===== src/opc_pkg.sv =====
// package for the operator panel control block
// assumes one clock (pclk) and an apb master for software access
`default_nettype none
package opc_pkg;
  // apb register byte offsets
  localparam logic [11:0] OPC_REG_DISP = 12'h000;
  localparam logic [11:0] OPC_REG_IA = 12'h004;
  localparam logic [11:0] OPC_REG_STATUS_WORD_ONE = 12'h008;
  localparam logic [11:0] OPC_REG_STATUS_WORD_TWO = 12'h00c;
  localparam logic [11:0] OPC_REG_FAULT = 12'h010;
  localparam logic [11:0] OPC_REG_ALARM = 12'h014;
  localparam logic [11:0] OPC_REG_STAT = 12'h018;
  // status register bit positions
  localparam int OPC_STAT_RUN = 0;
  localparam int OPC_STAT_WAIT = 1;
  localparam int OPC_STAT_STEP = 2;
  localparam int OPC_STAT_LOCK = 3;
  // second status word fields cleared by the clear request
  localparam logic [31:0] OPC_STATUS_WORD_TWO_CLR_MASK = 32'h0000_01ff; // key 1:0, inhibit 4:2, ptr 8:5
  // reset values, private range top and sizes
  localparam logic [31:0] OPC_DISP_RST = 32'h0200_0000;
  localparam logic [16:0] OPC_IA_RST = 17'h0_0025;
  localparam logic [16:0] OPC_PRIV_TOP = 17'h0_000f;
  localparam int OPC_IA_W = 17;
  localparam int OPC_BLOCKS = 8;
  // momentary switch indices
  localparam int OPC_M_STEP = 0;
  localparam int OPC_M_CLR2 = 1;
  localparam int OPC_M_INS1 = 2;
  localparam int OPC_M_INS2 = 3;
  localparam int OPC_M_ST_IA = 4;
  localparam int OPC_M_ST_SEL = 5;
  localparam int OPC_M_DCLR = 6;
  localparam int OPC_M_DENT = 7;
  localparam int OPC_M_DS_IA = 8;
  localparam int OPC_M_DS_SEL = 9;
  localparam int OPC_M_INCR = 10;
  localparam int OPC_M_CPURST = 11;
  localparam int OPC_M_SYSRST = 12;
  localparam int OPC_M_INTR = 13;
  localparam int OPC_M_N = 14;

  typedef enum logic [2:0] {
    OPC_IDLE = 3'b000,
    OPC_EXEC = 3'b001,
    OPC_FETCH = 3'b010,
    OPC_STORE = 3'b011,
    OPC_HALT = 3'b100
  } opc_state_t;

  // execution result reported by the cpu datapath
  typedef struct packed {
    logic done;
    logic taken;
    logic [16:0] target;
    logic psw_we;
    logic [31:0] status_word_one;
    logic [31:0] status_word_two;
    logic opnd_valid;
    logic [16:0] opnd_addr;
  } opc_exec_t;

  // memory request toward the cpu memory path
  typedef struct packed {
    logic req;
    logic we;
    logic [16:0] addr;
    logic [31:0] wdata;
  } opc_mem_t;
endpackage : opc_pkg
`default_nettype wire


===== src/opc_panel.sv =====
// operator panel control: switches, display register, status words, sequencing
// assumes switch levels synchronous to pclk, cpu datapath and memory answer by handshake
//
// Added by the designer: the register offsets and register access over APB.
`default_nettype none
module opc_panel
  import opc_pkg::*;
(
  input wire logic pclk,
  input wire logic presetn,
  input wire logic [11:0] paddr,
  input wire logic psel,
  input wire logic penable,
  input wire logic pwrite,
  input wire logic [31:0] pwdata,
  output logic [31:0] prdata,
  output logic pready,
  output logic pslverr,
  input wire logic [OPC_M_N-1:0] mom_sw,
  input wire logic [31:0] data_sw,
  input wire logic [16:0] sel_addr_sw,
  input wire logic run_sw,
  input wire logic hold_sw,
  input wire logic stop_sw,
  input wire logic lock_sw,
  input wire logic wdog_norm_sw,
  input wire logic ilv_norm_sw,
  input wire logic par_cont_sw,
  input wire logic clk_cont_sw,
  input wire logic [OPC_BLOCKS-1:0] par_err,
  input wire logic [OPC_BLOCKS-1:0] over_temp,
  input wire opc_pkg::opc_exec_t exec_in,
  output logic exec_start,
  output logic [31:0] exec_instr,
  output logic int_hold,
  output opc_pkg::opc_mem_t mem_out,
  input wire logic mem_ack,
  input wire logic [31:0] mem_rdata,
  output logic [31:0] disp_out,
  output logic [16:0] ia_out,
  output logic [31:0] status_word_one_out,
  output logic [31:0] status_word_two_out,
  output logic run_ind,
  output logic wait_ind,
  output logic [OPC_BLOCKS-1:0] fault_out,
  output logic alarm_out,
  output logic panel_intr,
  output logic wdog_norm,
  output logic ilv_norm,
  output logic par_cont,
  output logic clk_cont
);
  import opc_pkg::*;

  typedef struct packed {
    opc_state_t st;
    logic [31:0] disp;
    logic [31:0] status_word_one;
    logic [31:0] status_word_two;
    logic [OPC_BLOCKS-1:0] fault;
    logic alarm;
    logic step;
    logic pnl;
    logic op_hit;
    logic start;
    logic mreq;
    logic mwe;
    logic [16:0] maddr;
    logic [OPC_M_N-1:0] s1;
    logic [OPC_M_N-1:0] s2;
    logic [OPC_M_N-1:0] s3;
    logic [31:0] rdata;
  } opc_regs_t;

  opc_regs_t r_ff;
  opc_regs_t nxt_r;

  // register decode, used for the error answer (pslverr)
  function automatic logic reg_hit(input logic [11:0] a);
    reg_hit = (a == OPC_REG_DISP) || (a == OPC_REG_IA) || (a == OPC_REG_STATUS_WORD_ONE) ||
              (a == OPC_REG_STATUS_WORD_TWO) || (a == OPC_REG_FAULT) || (a == OPC_REG_ALARM) ||
              (a == OPC_REG_STAT);
  endfunction

  ////////////////////////////////////////////////////////////////////////////
  // derived levels
  logic [OPC_M_N-1:0] ev;
  logic lock;
  logic run_eff;
  logic pnl_ok;
  logic stop_hit;
  logic [16:0] ia;
  logic rst_ev;
  logic apb_acc;
  logic [31:0] stat_w;

  assign ev = r_ff.s2 & ~r_ff.s3;
  assign lock = lock_sw;
  assign run_eff = lock | run_sw;
  assign pnl_ok = (r_ff.st == OPC_IDLE) && !lock && !run_eff;
  assign ia = r_ff.status_word_one[16:0];
  // match against select address, never inside the private register range
  assign stop_hit = stop_sw && !lock && (sel_addr_sw > OPC_PRIV_TOP) &&
                    ((ia == sel_addr_sw) || r_ff.op_hit);
  assign rst_ev = ev[OPC_M_CPURST] | ev[OPC_M_SYSRST];
  assign apb_acc = psel && penable;
  assign stat_w = {28'h0, lock, r_ff.step, (r_ff.st == OPC_HALT), run_ind};

  ////////////////////////////////////////////////////////////////////////////
  // next state
  always_comb begin
    nxt_r = r_ff;
    nxt_r.s1 = mom_sw;
    nxt_r.s2 = r_ff.s1;
    nxt_r.s3 = r_ff.s2;
    nxt_r.start = 1'b0;
    unique case (r_ff.st)
      OPC_IDLE: begin
        if (run_eff) begin
          nxt_r.st = OPC_EXEC;
          nxt_r.start = 1'b1;
          nxt_r.op_hit = 1'b0;
        end else if (!lock && ev[OPC_M_STEP]) begin
          nxt_r.st = OPC_EXEC;
          nxt_r.step = 1'b1;
          nxt_r.start = 1'b1;
          nxt_r.op_hit = 1'b0;
        end else if (pnl_ok) begin
          if (ev[OPC_M_DCLR]) begin
            nxt_r.disp = 32'h0;
          end else if (ev[OPC_M_DENT]) begin
            nxt_r.disp = r_ff.disp | data_sw;
          end
          if (ev[OPC_M_CLR2]) begin
            nxt_r.status_word_two = r_ff.status_word_two & ~OPC_STATUS_WORD_TWO_CLR_MASK;
          end else if (ev[OPC_M_INS2]) begin
            nxt_r.status_word_two = r_ff.status_word_two | data_sw;
          end
          if (ev[OPC_M_INS1]) begin
            nxt_r.status_word_one = r_ff.status_word_one | data_sw;
          end
          if (ev[OPC_M_ST_IA] || ev[OPC_M_ST_SEL]) begin
            nxt_r.st = OPC_STORE;
            nxt_r.mreq = 1'b1;
            nxt_r.mwe = 1'b1;
            nxt_r.maddr = ev[OPC_M_ST_IA] ? ia : sel_addr_sw;
          end else if (ev[OPC_M_DS_IA] || ev[OPC_M_DS_SEL]) begin
            nxt_r.st = OPC_FETCH;
            nxt_r.mreq = 1'b1;
            nxt_r.mwe = 1'b0;
            nxt_r.pnl = 1'b1;
            nxt_r.maddr = ev[OPC_M_DS_IA] ? ia : sel_addr_sw;
          end else if (ev[OPC_M_INCR]) begin
            nxt_r.status_word_one[16:0] = ia + 17'h1;
            nxt_r.st = OPC_FETCH;
            nxt_r.mreq = 1'b1;
            nxt_r.mwe = 1'b0;
            nxt_r.pnl = 1'b1;
            nxt_r.maddr = ia + 17'h1;
          end
        end
      end
      OPC_EXEC: begin
        if (exec_in.psw_we) begin
          nxt_r.status_word_one = exec_in.status_word_one;
          nxt_r.status_word_two = exec_in.status_word_two;
        end
        if (exec_in.opnd_valid && exec_in.opnd_addr == sel_addr_sw) begin
          nxt_r.op_hit = 1'b1;
        end
        if (exec_in.done) begin
          if (exec_in.taken) begin
            nxt_r.status_word_one[16:0] = exec_in.target;
          end else if (!(hold_sw && !lock)) begin
            nxt_r.status_word_one[16:0] = ia + 17'h1;
          end else begin
            nxt_r.status_word_one[16:0] = ia;
          end
          nxt_r.st = OPC_FETCH;
          nxt_r.mreq = 1'b1;
          nxt_r.mwe = 1'b0;
          nxt_r.maddr = nxt_r.status_word_one[16:0];
        end
      end
      OPC_FETCH: begin
        if (mem_ack) begin
          nxt_r.disp = mem_rdata;
          nxt_r.mreq = 1'b0;
          nxt_r.pnl = 1'b0;
          nxt_r.step = 1'b0;
          if (r_ff.pnl || r_ff.step || !run_eff) begin
            nxt_r.st = OPC_IDLE;
          end else if (stop_hit) begin
            nxt_r.st = OPC_HALT;
          end else begin
            nxt_r.st = OPC_EXEC;
            nxt_r.start = 1'b1;
            nxt_r.op_hit = 1'b0;
          end
        end
      end
      OPC_STORE: begin
        if (mem_ack) begin
          nxt_r.mreq = 1'b0;
          nxt_r.mwe = 1'b0;
          nxt_r.st = OPC_IDLE;
        end
      end
      OPC_HALT: begin
        if (!run_eff) begin
          nxt_r.st = OPC_IDLE;
          nxt_r.op_hit = 1'b0;
        end
      end
    endcase
    // program write to the alarm register
    if (apb_acc && pwrite && paddr == OPC_REG_ALARM) begin
      nxt_r.alarm = pwdata[0];
    end
    // panel reset switches
    if (rst_ev) begin
      nxt_r.alarm = 1'b0;
      nxt_r.st = OPC_IDLE;
      nxt_r.disp = OPC_DISP_RST;
      nxt_r.status_word_one = {15'h0, OPC_IA_RST};
      nxt_r.status_word_two = 32'h0;
      nxt_r.step = 1'b0;
      nxt_r.pnl = 1'b0;
      nxt_r.mreq = 1'b0;
      nxt_r.mwe = 1'b0;
      nxt_r.start = 1'b0;
    end
    // sticky faults; a read clears only the flags it reported in its setup cycle,
    // so a fault landing between setup and access is not lost; a new fault wins
    if (rst_ev) begin
      nxt_r.fault = '0;
    end else if (apb_acc && !pwrite && paddr == OPC_REG_FAULT) begin
      nxt_r.fault = r_ff.fault & ~r_ff.rdata[OPC_BLOCKS-1:0];
    end
    nxt_r.fault = nxt_r.fault | par_err | over_temp;
    // read data captured in the setup cycle
    if (psel && !penable && !pwrite) begin
      unique case (paddr)
        OPC_REG_DISP: nxt_r.rdata = r_ff.disp;
        OPC_REG_IA: nxt_r.rdata = {15'h0, ia};
        OPC_REG_STATUS_WORD_ONE: nxt_r.rdata = r_ff.status_word_one;
        OPC_REG_STATUS_WORD_TWO: nxt_r.rdata = r_ff.status_word_two;
        OPC_REG_FAULT: nxt_r.rdata = {24'h0, r_ff.fault};
        OPC_REG_ALARM: nxt_r.rdata = {31'h0, r_ff.alarm};
        OPC_REG_STAT: nxt_r.rdata = stat_w;
        default: nxt_r.rdata = 32'h0;
      endcase
    end
  end

  ////////////////////////////////////////////////////////////////////////////
  // state register
  always_ff @(posedge pclk or negedge presetn) begin
    if (!presetn) begin
      r_ff <= '{st: OPC_IDLE, disp: OPC_DISP_RST, status_word_one: {15'h0, OPC_IA_RST}, default: '0};
    end else begin
      r_ff <= nxt_r;
    end
  end

  ////////////////////////////////////////////////////////////////////////////
  // outputs
  assign prdata = r_ff.rdata;
  assign pready = apb_acc;
  assign pslverr = apb_acc && !reg_hit(paddr);
  assign exec_start = r_ff.start;
  assign exec_instr = r_ff.disp;
  assign int_hold = r_ff.step;
  assign mem_out = '{req: r_ff.mreq, we: r_ff.mwe, addr: r_ff.maddr, wdata: r_ff.disp};
  assign disp_out = r_ff.disp;
  assign ia_out = ia;
  assign status_word_one_out = r_ff.status_word_one;
  assign status_word_two_out = r_ff.status_word_two;
  assign run_ind = run_eff && (r_ff.st != OPC_HALT);
  assign wait_ind = (r_ff.st == OPC_HALT);
  assign fault_out = r_ff.fault;
  assign alarm_out = r_ff.alarm;
  assign panel_intr = ev[OPC_M_INTR];
  // forced maintenance settings in the locked position
  assign wdog_norm = lock | wdog_norm_sw;
  assign ilv_norm = lock | ilv_norm_sw;
  assign par_cont = lock | par_cont_sw;
  assign clk_cont = lock | clk_cont_sw;
endmodule // opc_panel
`default_nettype wire


===== config.mk =====
export PLATFORM = sky130hd
export DESIGN_NAME = opc_panel
export DESIGN_NICKNAME = d
export VERILOG_FILES = /design/src/opc_pkg.sv /design/src/opc_panel.sv
export SDC_FILE = /design/constraint.sdc
export NUM_CORES = 1
export LEC_CHECK = 0
export BUFFER_PORTS_ARGS = -buffer_cell sky130_fd_sc_hd__buf_2
export CORE_MARGIN = 2
export CORE_UTILIZATION = 25
export CTS_BUF_LIST = sky130_fd_sc_hd__clkbuf_8
export CTS_CLUSTER_DIAMETER = 60
export DETAILED_ROUTE_END_ITERATION = 8
export HOLD_SLACK_MARGIN = 0.06
export PLACE_DENSITY = 0.55
export SYNTH_ARGS = -nofsm -noshare
export SYNTH_HDL_FRONTEND = slang
export SYNTH_SLANG_ARGS = --single-unit

===== constraint.sdc =====
create_clock -name pclk -period 7.75 [get_ports pclk]
set_input_delay 1.1625 -clock pclk [delete_from_list [all_inputs] [get_ports pclk]]
set_output_delay 1.1625 -clock pclk [all_outputs]
set_load 0.1 [all_outputs]

==> metrics.txt, run 1 <==
WL final 59,500 microns; RSZ-0062 raised after global routing no; count of final setup violators 0; CTS Buf Count 44; Synth Instances 1,563; crit share post-route 0.518; GRT Total Usage 0.205; layout cell share with drive strength beyond 1 0.345; most common cell after layout, fill and taps aside buf_2; PortBufs 487; pin count of the biggest net entering global routing 107; post-synthesis compound-gate area fraction 0.248; Die ar. 56,000 sq um; vias per inst 5.32; Worst Path Arrival 2.85 ns; vias in the first global route 12,700; synthesized area 13,500 sq um; number of synthesized register bits 205; crit-path max FO 11; Clock Latency Late Sink 0.63 ns; Design Power 8600 uW; crit path time final 4.01 ns; Post-Syn Area per Cell 8.66 sq um; num rows 85; Clock Path Buffers 3; # hold bufs at CTS 0; CP most frequent cell buf_2; DR vias 13,400; area of the multi-input gates 6220 sq um; Worst Setup End Kind output port; Mapped Nets 1,835; Async SR Flop Fraction 1.00; f_max 249 MHz; antenna-violating nets left 0; pwr dens 539 nW/um^2; skew final 0.0437 ns; main combinational cell family by area after synthesis compound AO/OA/AOI/OAI gates; DR WL/cell 23.7 microns; crit-path cells buf_2 -> nor4_1 -> nand3_1 -> a31oi_1 -> nor2_1 -> buf_2; Core Region 53,700 sq um; max incr delay on CP 0.48 ns; final hold violations 0; CP bufs+invs 2; Filler Cell Count 5,746; most frequent cells in the layout buf_2, dfrtp_1, nand2_1; XOR/XNOR Fraction of Synth Area 0.0330; Critical R2R Launch status_word_one_out[1]; Simple-Gate Fraction of Synth Area 0.158; Distinct cells, synth 80; Max-cap violations 0; die width 237 microns; crit-path leading delay family simple AND/OR/NAND/NOR gates; global route total overflow 0; DR pass1 iterations 6; die height 237 microns; Reg area 5130 sq um; Setup Buffers After CTS 0; Seq/Total Area, Yosys 0.380; Slew HR 0.261; top_reg_cell synth dfrtp_1; initial antenna violation count 12; Worst EP required 6.59 ns; worst hold path class reg -> reg; cell leakage power 0.00723 uW; Top Ports 519; TNS Setup 0 ns; Critical path origin paddr[9]; Layout Nets 2,048; Sink Count 205; DRT iter0 DRCs 1,169; Ys Warns 0; H-tree depth 2; Area growth syn-to-layout 17.8%; crit path max-delay cell type nand3_1; worst hold start nxt_r[53]; Initial Util 0.252; post_cts resized 0; CTS tree built; Clock Root Buffer clkbuf_8; Worst-path clk slew 0.05 ns; Post-Synth Adder-Cell Area 0.00166; EDFF count, synth 0; placer congestion estimate 0.898; Max VDD drop 485 uV; WS Path Type in -> out; measured slew at the worst slew-check pin 1.10 ns; first-pass GRT wire length 85,900 microns; CP Launch Type input port; mux cell area share after synthesis 0.0114; dpl hpwl 43,200 microns; max-slew violation count 0; Hold Slack 0.337 ns; status finished clean; Remaining DRCs 0
where the power goes:
group	switching [uW]	internal [uW]
registers	473	1370
logic	4520	897
clock network	558	778
registers in the layout (all words and copies together), names as in the netlist:
name / flops
fault_out: 8
mem_out: 19
alarm_out: 1
exec_start: 1
disp_out: 32
int_hold: 1
status_word_two_out: 32
nxt_r: 28
r_ff: 19
prdata: 32
status_word_one_out: 32
worst paths after layout:
check                                          end  slack (ns)  cells past startpoint
hold reg to reg                          nxt_r[39]        0.34                      0
setup reg to reg           status_word_one_out[14]        4.51                      7
hold / removal                           nxt_r[39]        0.34                      0
max in group asynchronous             disp_out[12]        6.12                      2
setup / recovery                           pslverr        3.74                      6
min in group asynchronous              mem_out[42]        0.52                      1
through the flow:
step                      std cells  area [sq um]  setup WS (ns)   util
after floorplan                1563         13500           3.72      -
after global placement         2426         14900           3.42  0.278
after detailed placement       2426         14900           3.32  0.278
after CTS                      2506         15900           3.67  0.297
after global routing           2508         15900           3.53  0.297
final                          2509         15900           3.74  0.297
layer usage:
| metal | track usage | vias to the layer above | share of wire |
|---|---|---|---|
| met5 | 0 | - | 0.0019 |
| met4 | 0.0604 | 18 | 0.026 |
| met3 | 0.0431 | 110 | 0.081 |
| met2 | 0.348 | 739 | 0.48 |
| met1 | 0.263 | 6598 | 0.41 |
| li1 | - | 5891 | - |
Yosys cell counts, drive strengths merged, types with 7 or more instances:
cell type  instances  share of area
a21o               8         0.0044
a21oi            102          0.038
a221oi            10         0.0065
a222oi            24          0.018
a22o              14         0.0091
a22oi             20          0.011
a2bb2oi           66          0.043
a311o             11         0.0081
a311oi            14         0.0091
a31oi             18         0.0083
and2               8         0.0037
and3              11         0.0051
buf              262           0.14
clkbuf            85          0.024
dfrtp            201           0.37
inv               16         0.0044
mux2i             12         0.0089
nand2            171          0.048
nand2b            11         0.0051
nand3             21         0.0085
nand4             14         0.0069
nor2             126          0.035
nor2b             14         0.0065
nor3              34          0.014
nor4              20          0.013
o211ai            15         0.0083
o21ai             87          0.032
o22ai              7         0.0032
o2bb2ai           15         0.0097
o31ai             13         0.0072
xnor2             21          0.014
xor2              30          0.019
cell type report:
type,instances,share of cell area
Sequential cell,205,0.322
Inverter,16,0.00377
Multi-Input combinational cell,995,0.390
Clock buffer,55,0.0475
Tap cell,696,0.0546
Antenna cell,3,0.000471
Timing Repair Buffer,514,0.167
Clock inverter,25,0.0146
cell families (layout without fill, tap and decap cells):
group | after synthesis | after routing
XOR/XNOR | 51 | 51
buffers and inverters | 363 | 610
AND/OR/NAND/NOR | 453 | 453
flip-flops | 205 | 205
multiplexers | 15 | 15
AO/OA/AOI/OAI | 474 | 474
other | 0 | 3
adder cells (fa/ha/maj) | 2 | 2
Note: power is estimated with default switching activity, not from simulation.
==> inputs of run 2 (changes only) <==
clock period = 4.1 ns   (was 7.75 ns; I/O delays follow)
==> run 2 against run 1 <==
  * Cell count up 0.56%
  * Worst setup slack worse by 3.1 ns
  * Total power up 86%
  * Count of clock-buffer cells in the layout down 5
  * Critical path depth down 1
  * Register-to-register slack worse by 3.4 ns
  * Sequential cell count unchanged
  * Wire length about the same
  * Largest power group unchanged
==> metrics.txt, run 2 (synthesis results as in run 1) <==
Max VDD drop 1020 uV; Worst Hold End nxt_r[48]; global route total overflow 0; DR vias 13,400; Slew HR 0.330; WS Path Type reg -> out; Sink Count 205; die width 237 microns; f_max 289 MHz; met1 GRT Util 0.261; worst slack at placement 0.873 ns; R2R cell count 6; most common cell after layout, fill and taps aside buf_2; most frequent cells in the layout buf_2, dfrtp_1, nand2_1; count of final setup violators 0; layout cell share with drive strength beyond 1 0.347; flop-to-flop setup slack 1.15 ns; vias per inst 5.32; skew final 0.0259 ns; cell leakage power 0.00727 uW; crit share post-route 0.845; WL final 59,500 microns; num rows 85; CP Launch Type register; Worst-path clk slew 0.05 ns; Critical R2R Launch status_word_one_out[7]; worst hold path class in -> reg; Worst Setup End Kind output port; DR pass1 iterations 7; DR WL/cell 23.6 microns; measured slew at the worst slew-check pin 1.00 ns; first-pass GRT wire length 85,700 microns; H-tree depth 2; GRT Total Usage 0.205; post_cts resized 0; Worst Path Arrival 2.85 ns; initial antenna violation count 13; vias in the first global route 13,000; CTS Buf Count 42; Clock Root Buffer clkbuf_8; antenna-violating nets left 0; hold path depth 1; crit-path max FO 20; Clock Path Buffers 3; Initial Util 0.252; Die ar. 56,000 sq um; final core occ 0.297; max-slew violation count 0; pin count of the biggest net entering global routing 102; CTS tree built; placed cell area 15,100 sq um; dpl hpwl 44,000 microns; Design Power 16,000 uW; final hold violations 0; Remaining DRCs 0; Area growth syn-to-layout 17.9%; grt peak-use layer met2; TNS Setup 0 ns; worst hold start mom_sw[2]; Worst R2R End r_ff[94]; Clock Latency Late Sink 0.62 ns; RSZ-0062 raised after global routing no; pwr dens 1000 nW/um^2; die height 237 microns; Core Region 53,700 sq um; placer congestion estimate 0.907; DRT iter0 DRCs 1,386; Worst EP required 3.48 ns; GR met2 Demand/Resource 0.333; Top Ports 519; post-layout instance area 16,000 sq um; crit path time final 3.46 ns; met3 usage 0.0486; Layout Nets 2,067; Max-cap violations 0; final worst slack 0.636 ns; PortBufs 487; status finished clean
==> run 2: cell type report <==
class                           count  area [sq um]
Antenna cell                        4          10.0
Clock buffer                       50           688
Clock inverter                     22           141
Fill cell                        5764         37800
Inverter                           16          60.1
Multi-Input combinational cell    995          6210
Sequential cell                   205          5130
Tap cell                          696           871
Timing Repair Buffer              535          2840
==> run 2: routing by layer <==
| metal | vias to the layer above | share of wire |
|---|---|---|
| li1 | 5902 | - |
| met1 | 6589 | 0.41 |
| met2 | 760 | 0.47 |
| met3 | 145 | 0.085 |
| met4 | 18 | 0.039 |
| met5 | - | 0.0019 |
==> run 2: how the worst max path moves through the flow <==
stage	cells after the start	startpoint	to	slack, ns
floorplan	9	r_ff[202]	prdata[0]	0.81
global placement	7	paddr[9]	prdata[23]	0.89
detailed placement	7	paddr[9]	prdata[15]	0.87
CTS	5	r_ff[203]	run_ind	0.52
global route	5	r_ff[203]	run_ind	0.46
finish	5	r_ff[203]	run_ind	0.64
==> run 2: timing repair <==
action / CTS / global route
buffers inserted: 0 / 0
endpoints found under the hold margin: 14 / 0
setup endpoints to repair: 0 / 0
hold buffers: 3 / 0
==> run 2: report_power, final <==
| group | leakage, uW | internal (uW) | switching, uW |
|---|---|---|---|
| clock network | 0.000470 | 1180 | 1010 |
| registers | 0.00257 | 2590 | 815 |
| logic | 0.00423 | 1750 | 8630 |
| total | 0.00727 | 5510 | 10500 |
==> run 2: metrics by stage <==
stage,hold slack [ns],cells
after floorplan,0.319,1563
final,0.120,2523
after global routing,0.0717,2523
after detailed placement,0.335,2444
after global placement,0.333,2444
after CTS,0.0686,2519
==> run 2: worst max-delay path, cell delays in order (launching register included) <==
cell and delay, ns:
dfrtp_1 0.72, nor2_1 0.17, nand2_1 0.15, inv_1 0.19, nor2_1 0.48, buf_2 0.53
==> inputs of run 3 (changes only) <==
clock period = 3.4 ns   (was 4.1 ns; I/O delays follow)
==> run 3 against run 2 <==
  * Clock power grew 19%
  * Combinational power up 23%
  * Hold slack worse by 0.00051 ns
  * Sequential cell count unchanged
  * Core utilization rose by 0.60 points
  * Critical path type unchanged
==> metrics.txt, run 3 (synthesis results as in run 1) <==
status finished clean; CP most frequent cell nor2_1; logic gate share of total power 0.659; WS Path Type reg -> out; max-slew violation count 0; Area growth syn-to-layout 20.3%; CP bufs+invs 2; CTS Buf Count 41; Worst EP required 2.89 ns; Remaining DRCs 0; Top Ports 519; first-pass GRT wire length 86,100 microns; Slew HR 0.325; switching share of total power 0.652; Worst R2R End status_word_one_out[12]; GRT Total Usage 0.207; pwr dens 1190 nW/um^2; Worst Hold End fault_out[2]; net load switching power 12,600 uW; Worst Path Arrival 2.52 ns; Clock Root Buffer clkbuf_8; f_max 330 MHz; pin count of the biggest net entering global routing 85; Highest Signal Layer met5; CP Launch Type register; DRT iter0 DRCs 1,203; H-tree depth 2; num rows 85; die width 237 microns; RSZ-0062 raised after global routing no; hold path depth 2; DR pass1 iterations 6; flop-to-flop setup slack 0.65 ns; crit-path leading delay family flip-flops; Sequential Power Share 0.206; PortBufs 487; WL final 60,300 microns; most common cell after layout, fill and taps aside buf_2; Initial Util 0.252; crit-path max FO 20; met3 wire len 4900 microns; met1 WL 25,100 microns; dpl hpwl 44,800 microns; Core Region 53,700 sq um; Worst Setup End Kind output port; vias per inst 5.27; Critical R2R Launch nxt_r[37]; final hold violations 0; Max VDD drop 1170 uV; Sink Count 205; Die ar. 56,000 sq um; crit path time final 3.03 ns; clock share of power 0.135; Hold Slack 0.120 ns; skew final 0.0369 ns; placer congestion estimate 0.934; layout cell share with drive strength beyond 1 0.350; vias in the first global route 12,700; crit path max-delay cell type dfrtp_1; final worst slack 0.365 ns; crit share post-route 0.893; global route total overflow 0; worst slack at placement 0.638 ns; final core occ 0.303; CTS tree built; die height 237 microns; initial antenna violation count 11; Max-cap violations 0; count of final setup violators 0; post_cts resized 0; DR WL met2 28,600 microns; measured slew at the worst slew-check pin 1.01 ns; Design Power 19,400 uW; R2R cell count 6; DR WL/cell 23.6 microns; worst hold start over_temp[2]; Layout Nets 2,099; TNS Setup 0 ns; DR vias 13,500; Int Pwr 6760 uW; most frequent cells in the layout buf_2, dfrtp_1, nand2_1; Clock Latency Late Sink 0.62 ns; crit-path cells nor2_1 -> nand2_1 -> inv_1 -> nor2_1 -> buf_2; worst hold path class in -> reg; cell leakage power 0.00744 uW; max incr delay on CP 0.72 ns; Worst-path clk slew 0.06 ns; antenna-violating nets left 0; Clock Path Buffers 3
## run 3: cell count changes in the layout (fill, tap and decap cells not counted), sizes merged
cell,change
buf,+18
dlygate4sd3,+15
clkinvlp,-1
inv,+1
## run 3: routing by layer
layer | global-route usage | up-vias
met4 | 0.0635 | 14
met5 | 0 | -
met1 | 0.270 | 6667
met2 | 0.344 | 704
li1 | - | 5974
met3 | 0.0428 | 112
## run 3: how the worst max path moves through the flow
| stage | cells past startpoint | endpoint | startpoint |
|---|---|---|---|
| CTS | 5 | run_ind | r_ff[203] |
| detailed placement | 8 | status_word_one_out[28] | lock_sw |
| floorplan | 9 | prdata[0] | r_ff[202] |
| global placement | 8 | status_word_one_out[9] | exec_in[101] |
| global route | 5 | run_ind | r_ff[203] |
| finish | 5 | run_ind | r_ff[203] |
## run 3: area by class of cell
cell class / count / area, sq um
fillers: 5742 / 37400
repair buffers: 568 / 3180
clock inverters: 22 / 128
inverters: 16 / 60.1
flip-flops and latches: 205 / 5130
diodes: 4 / 10.0
multi-input cells: 995 / 6210
well taps: 696 / 871
clock buffers: 50 / 688
## run 3: power groups by stage
| stage | sequential (uW) | clock [uW] | combinational, uW |
|---|---|---|---|
| 2_1_floorplan | 3680 | 0 | 11700 |
| 6_report | 4000 | 2610 | 12800 |
| 5_1_grt | 4090 | 2800 | 13200 |
| 3_5_place_dp | 4020 | 0 | 12800 |
| 4_1_cts | 3990 | 2710 | 12800 |
| 3_3_place_gp | 4000 | 0 | 12700 |
## run 3: per-stage QoR
stage          cell area [sq um]  std cells
2_1_floorplan              13500       1563
3_3_place_gp               15300       2462
3_5_place_dp               15300       2462
4_1_cts                    16300       2552
5_1_grt                    16300       2554
6_report                   16300       2556
## run 3: repair_timing
action                    in CTS  in global routing
buffers inserted               0                  0
hold endpoints to repair      95                  0
hold buffers                  18                  0
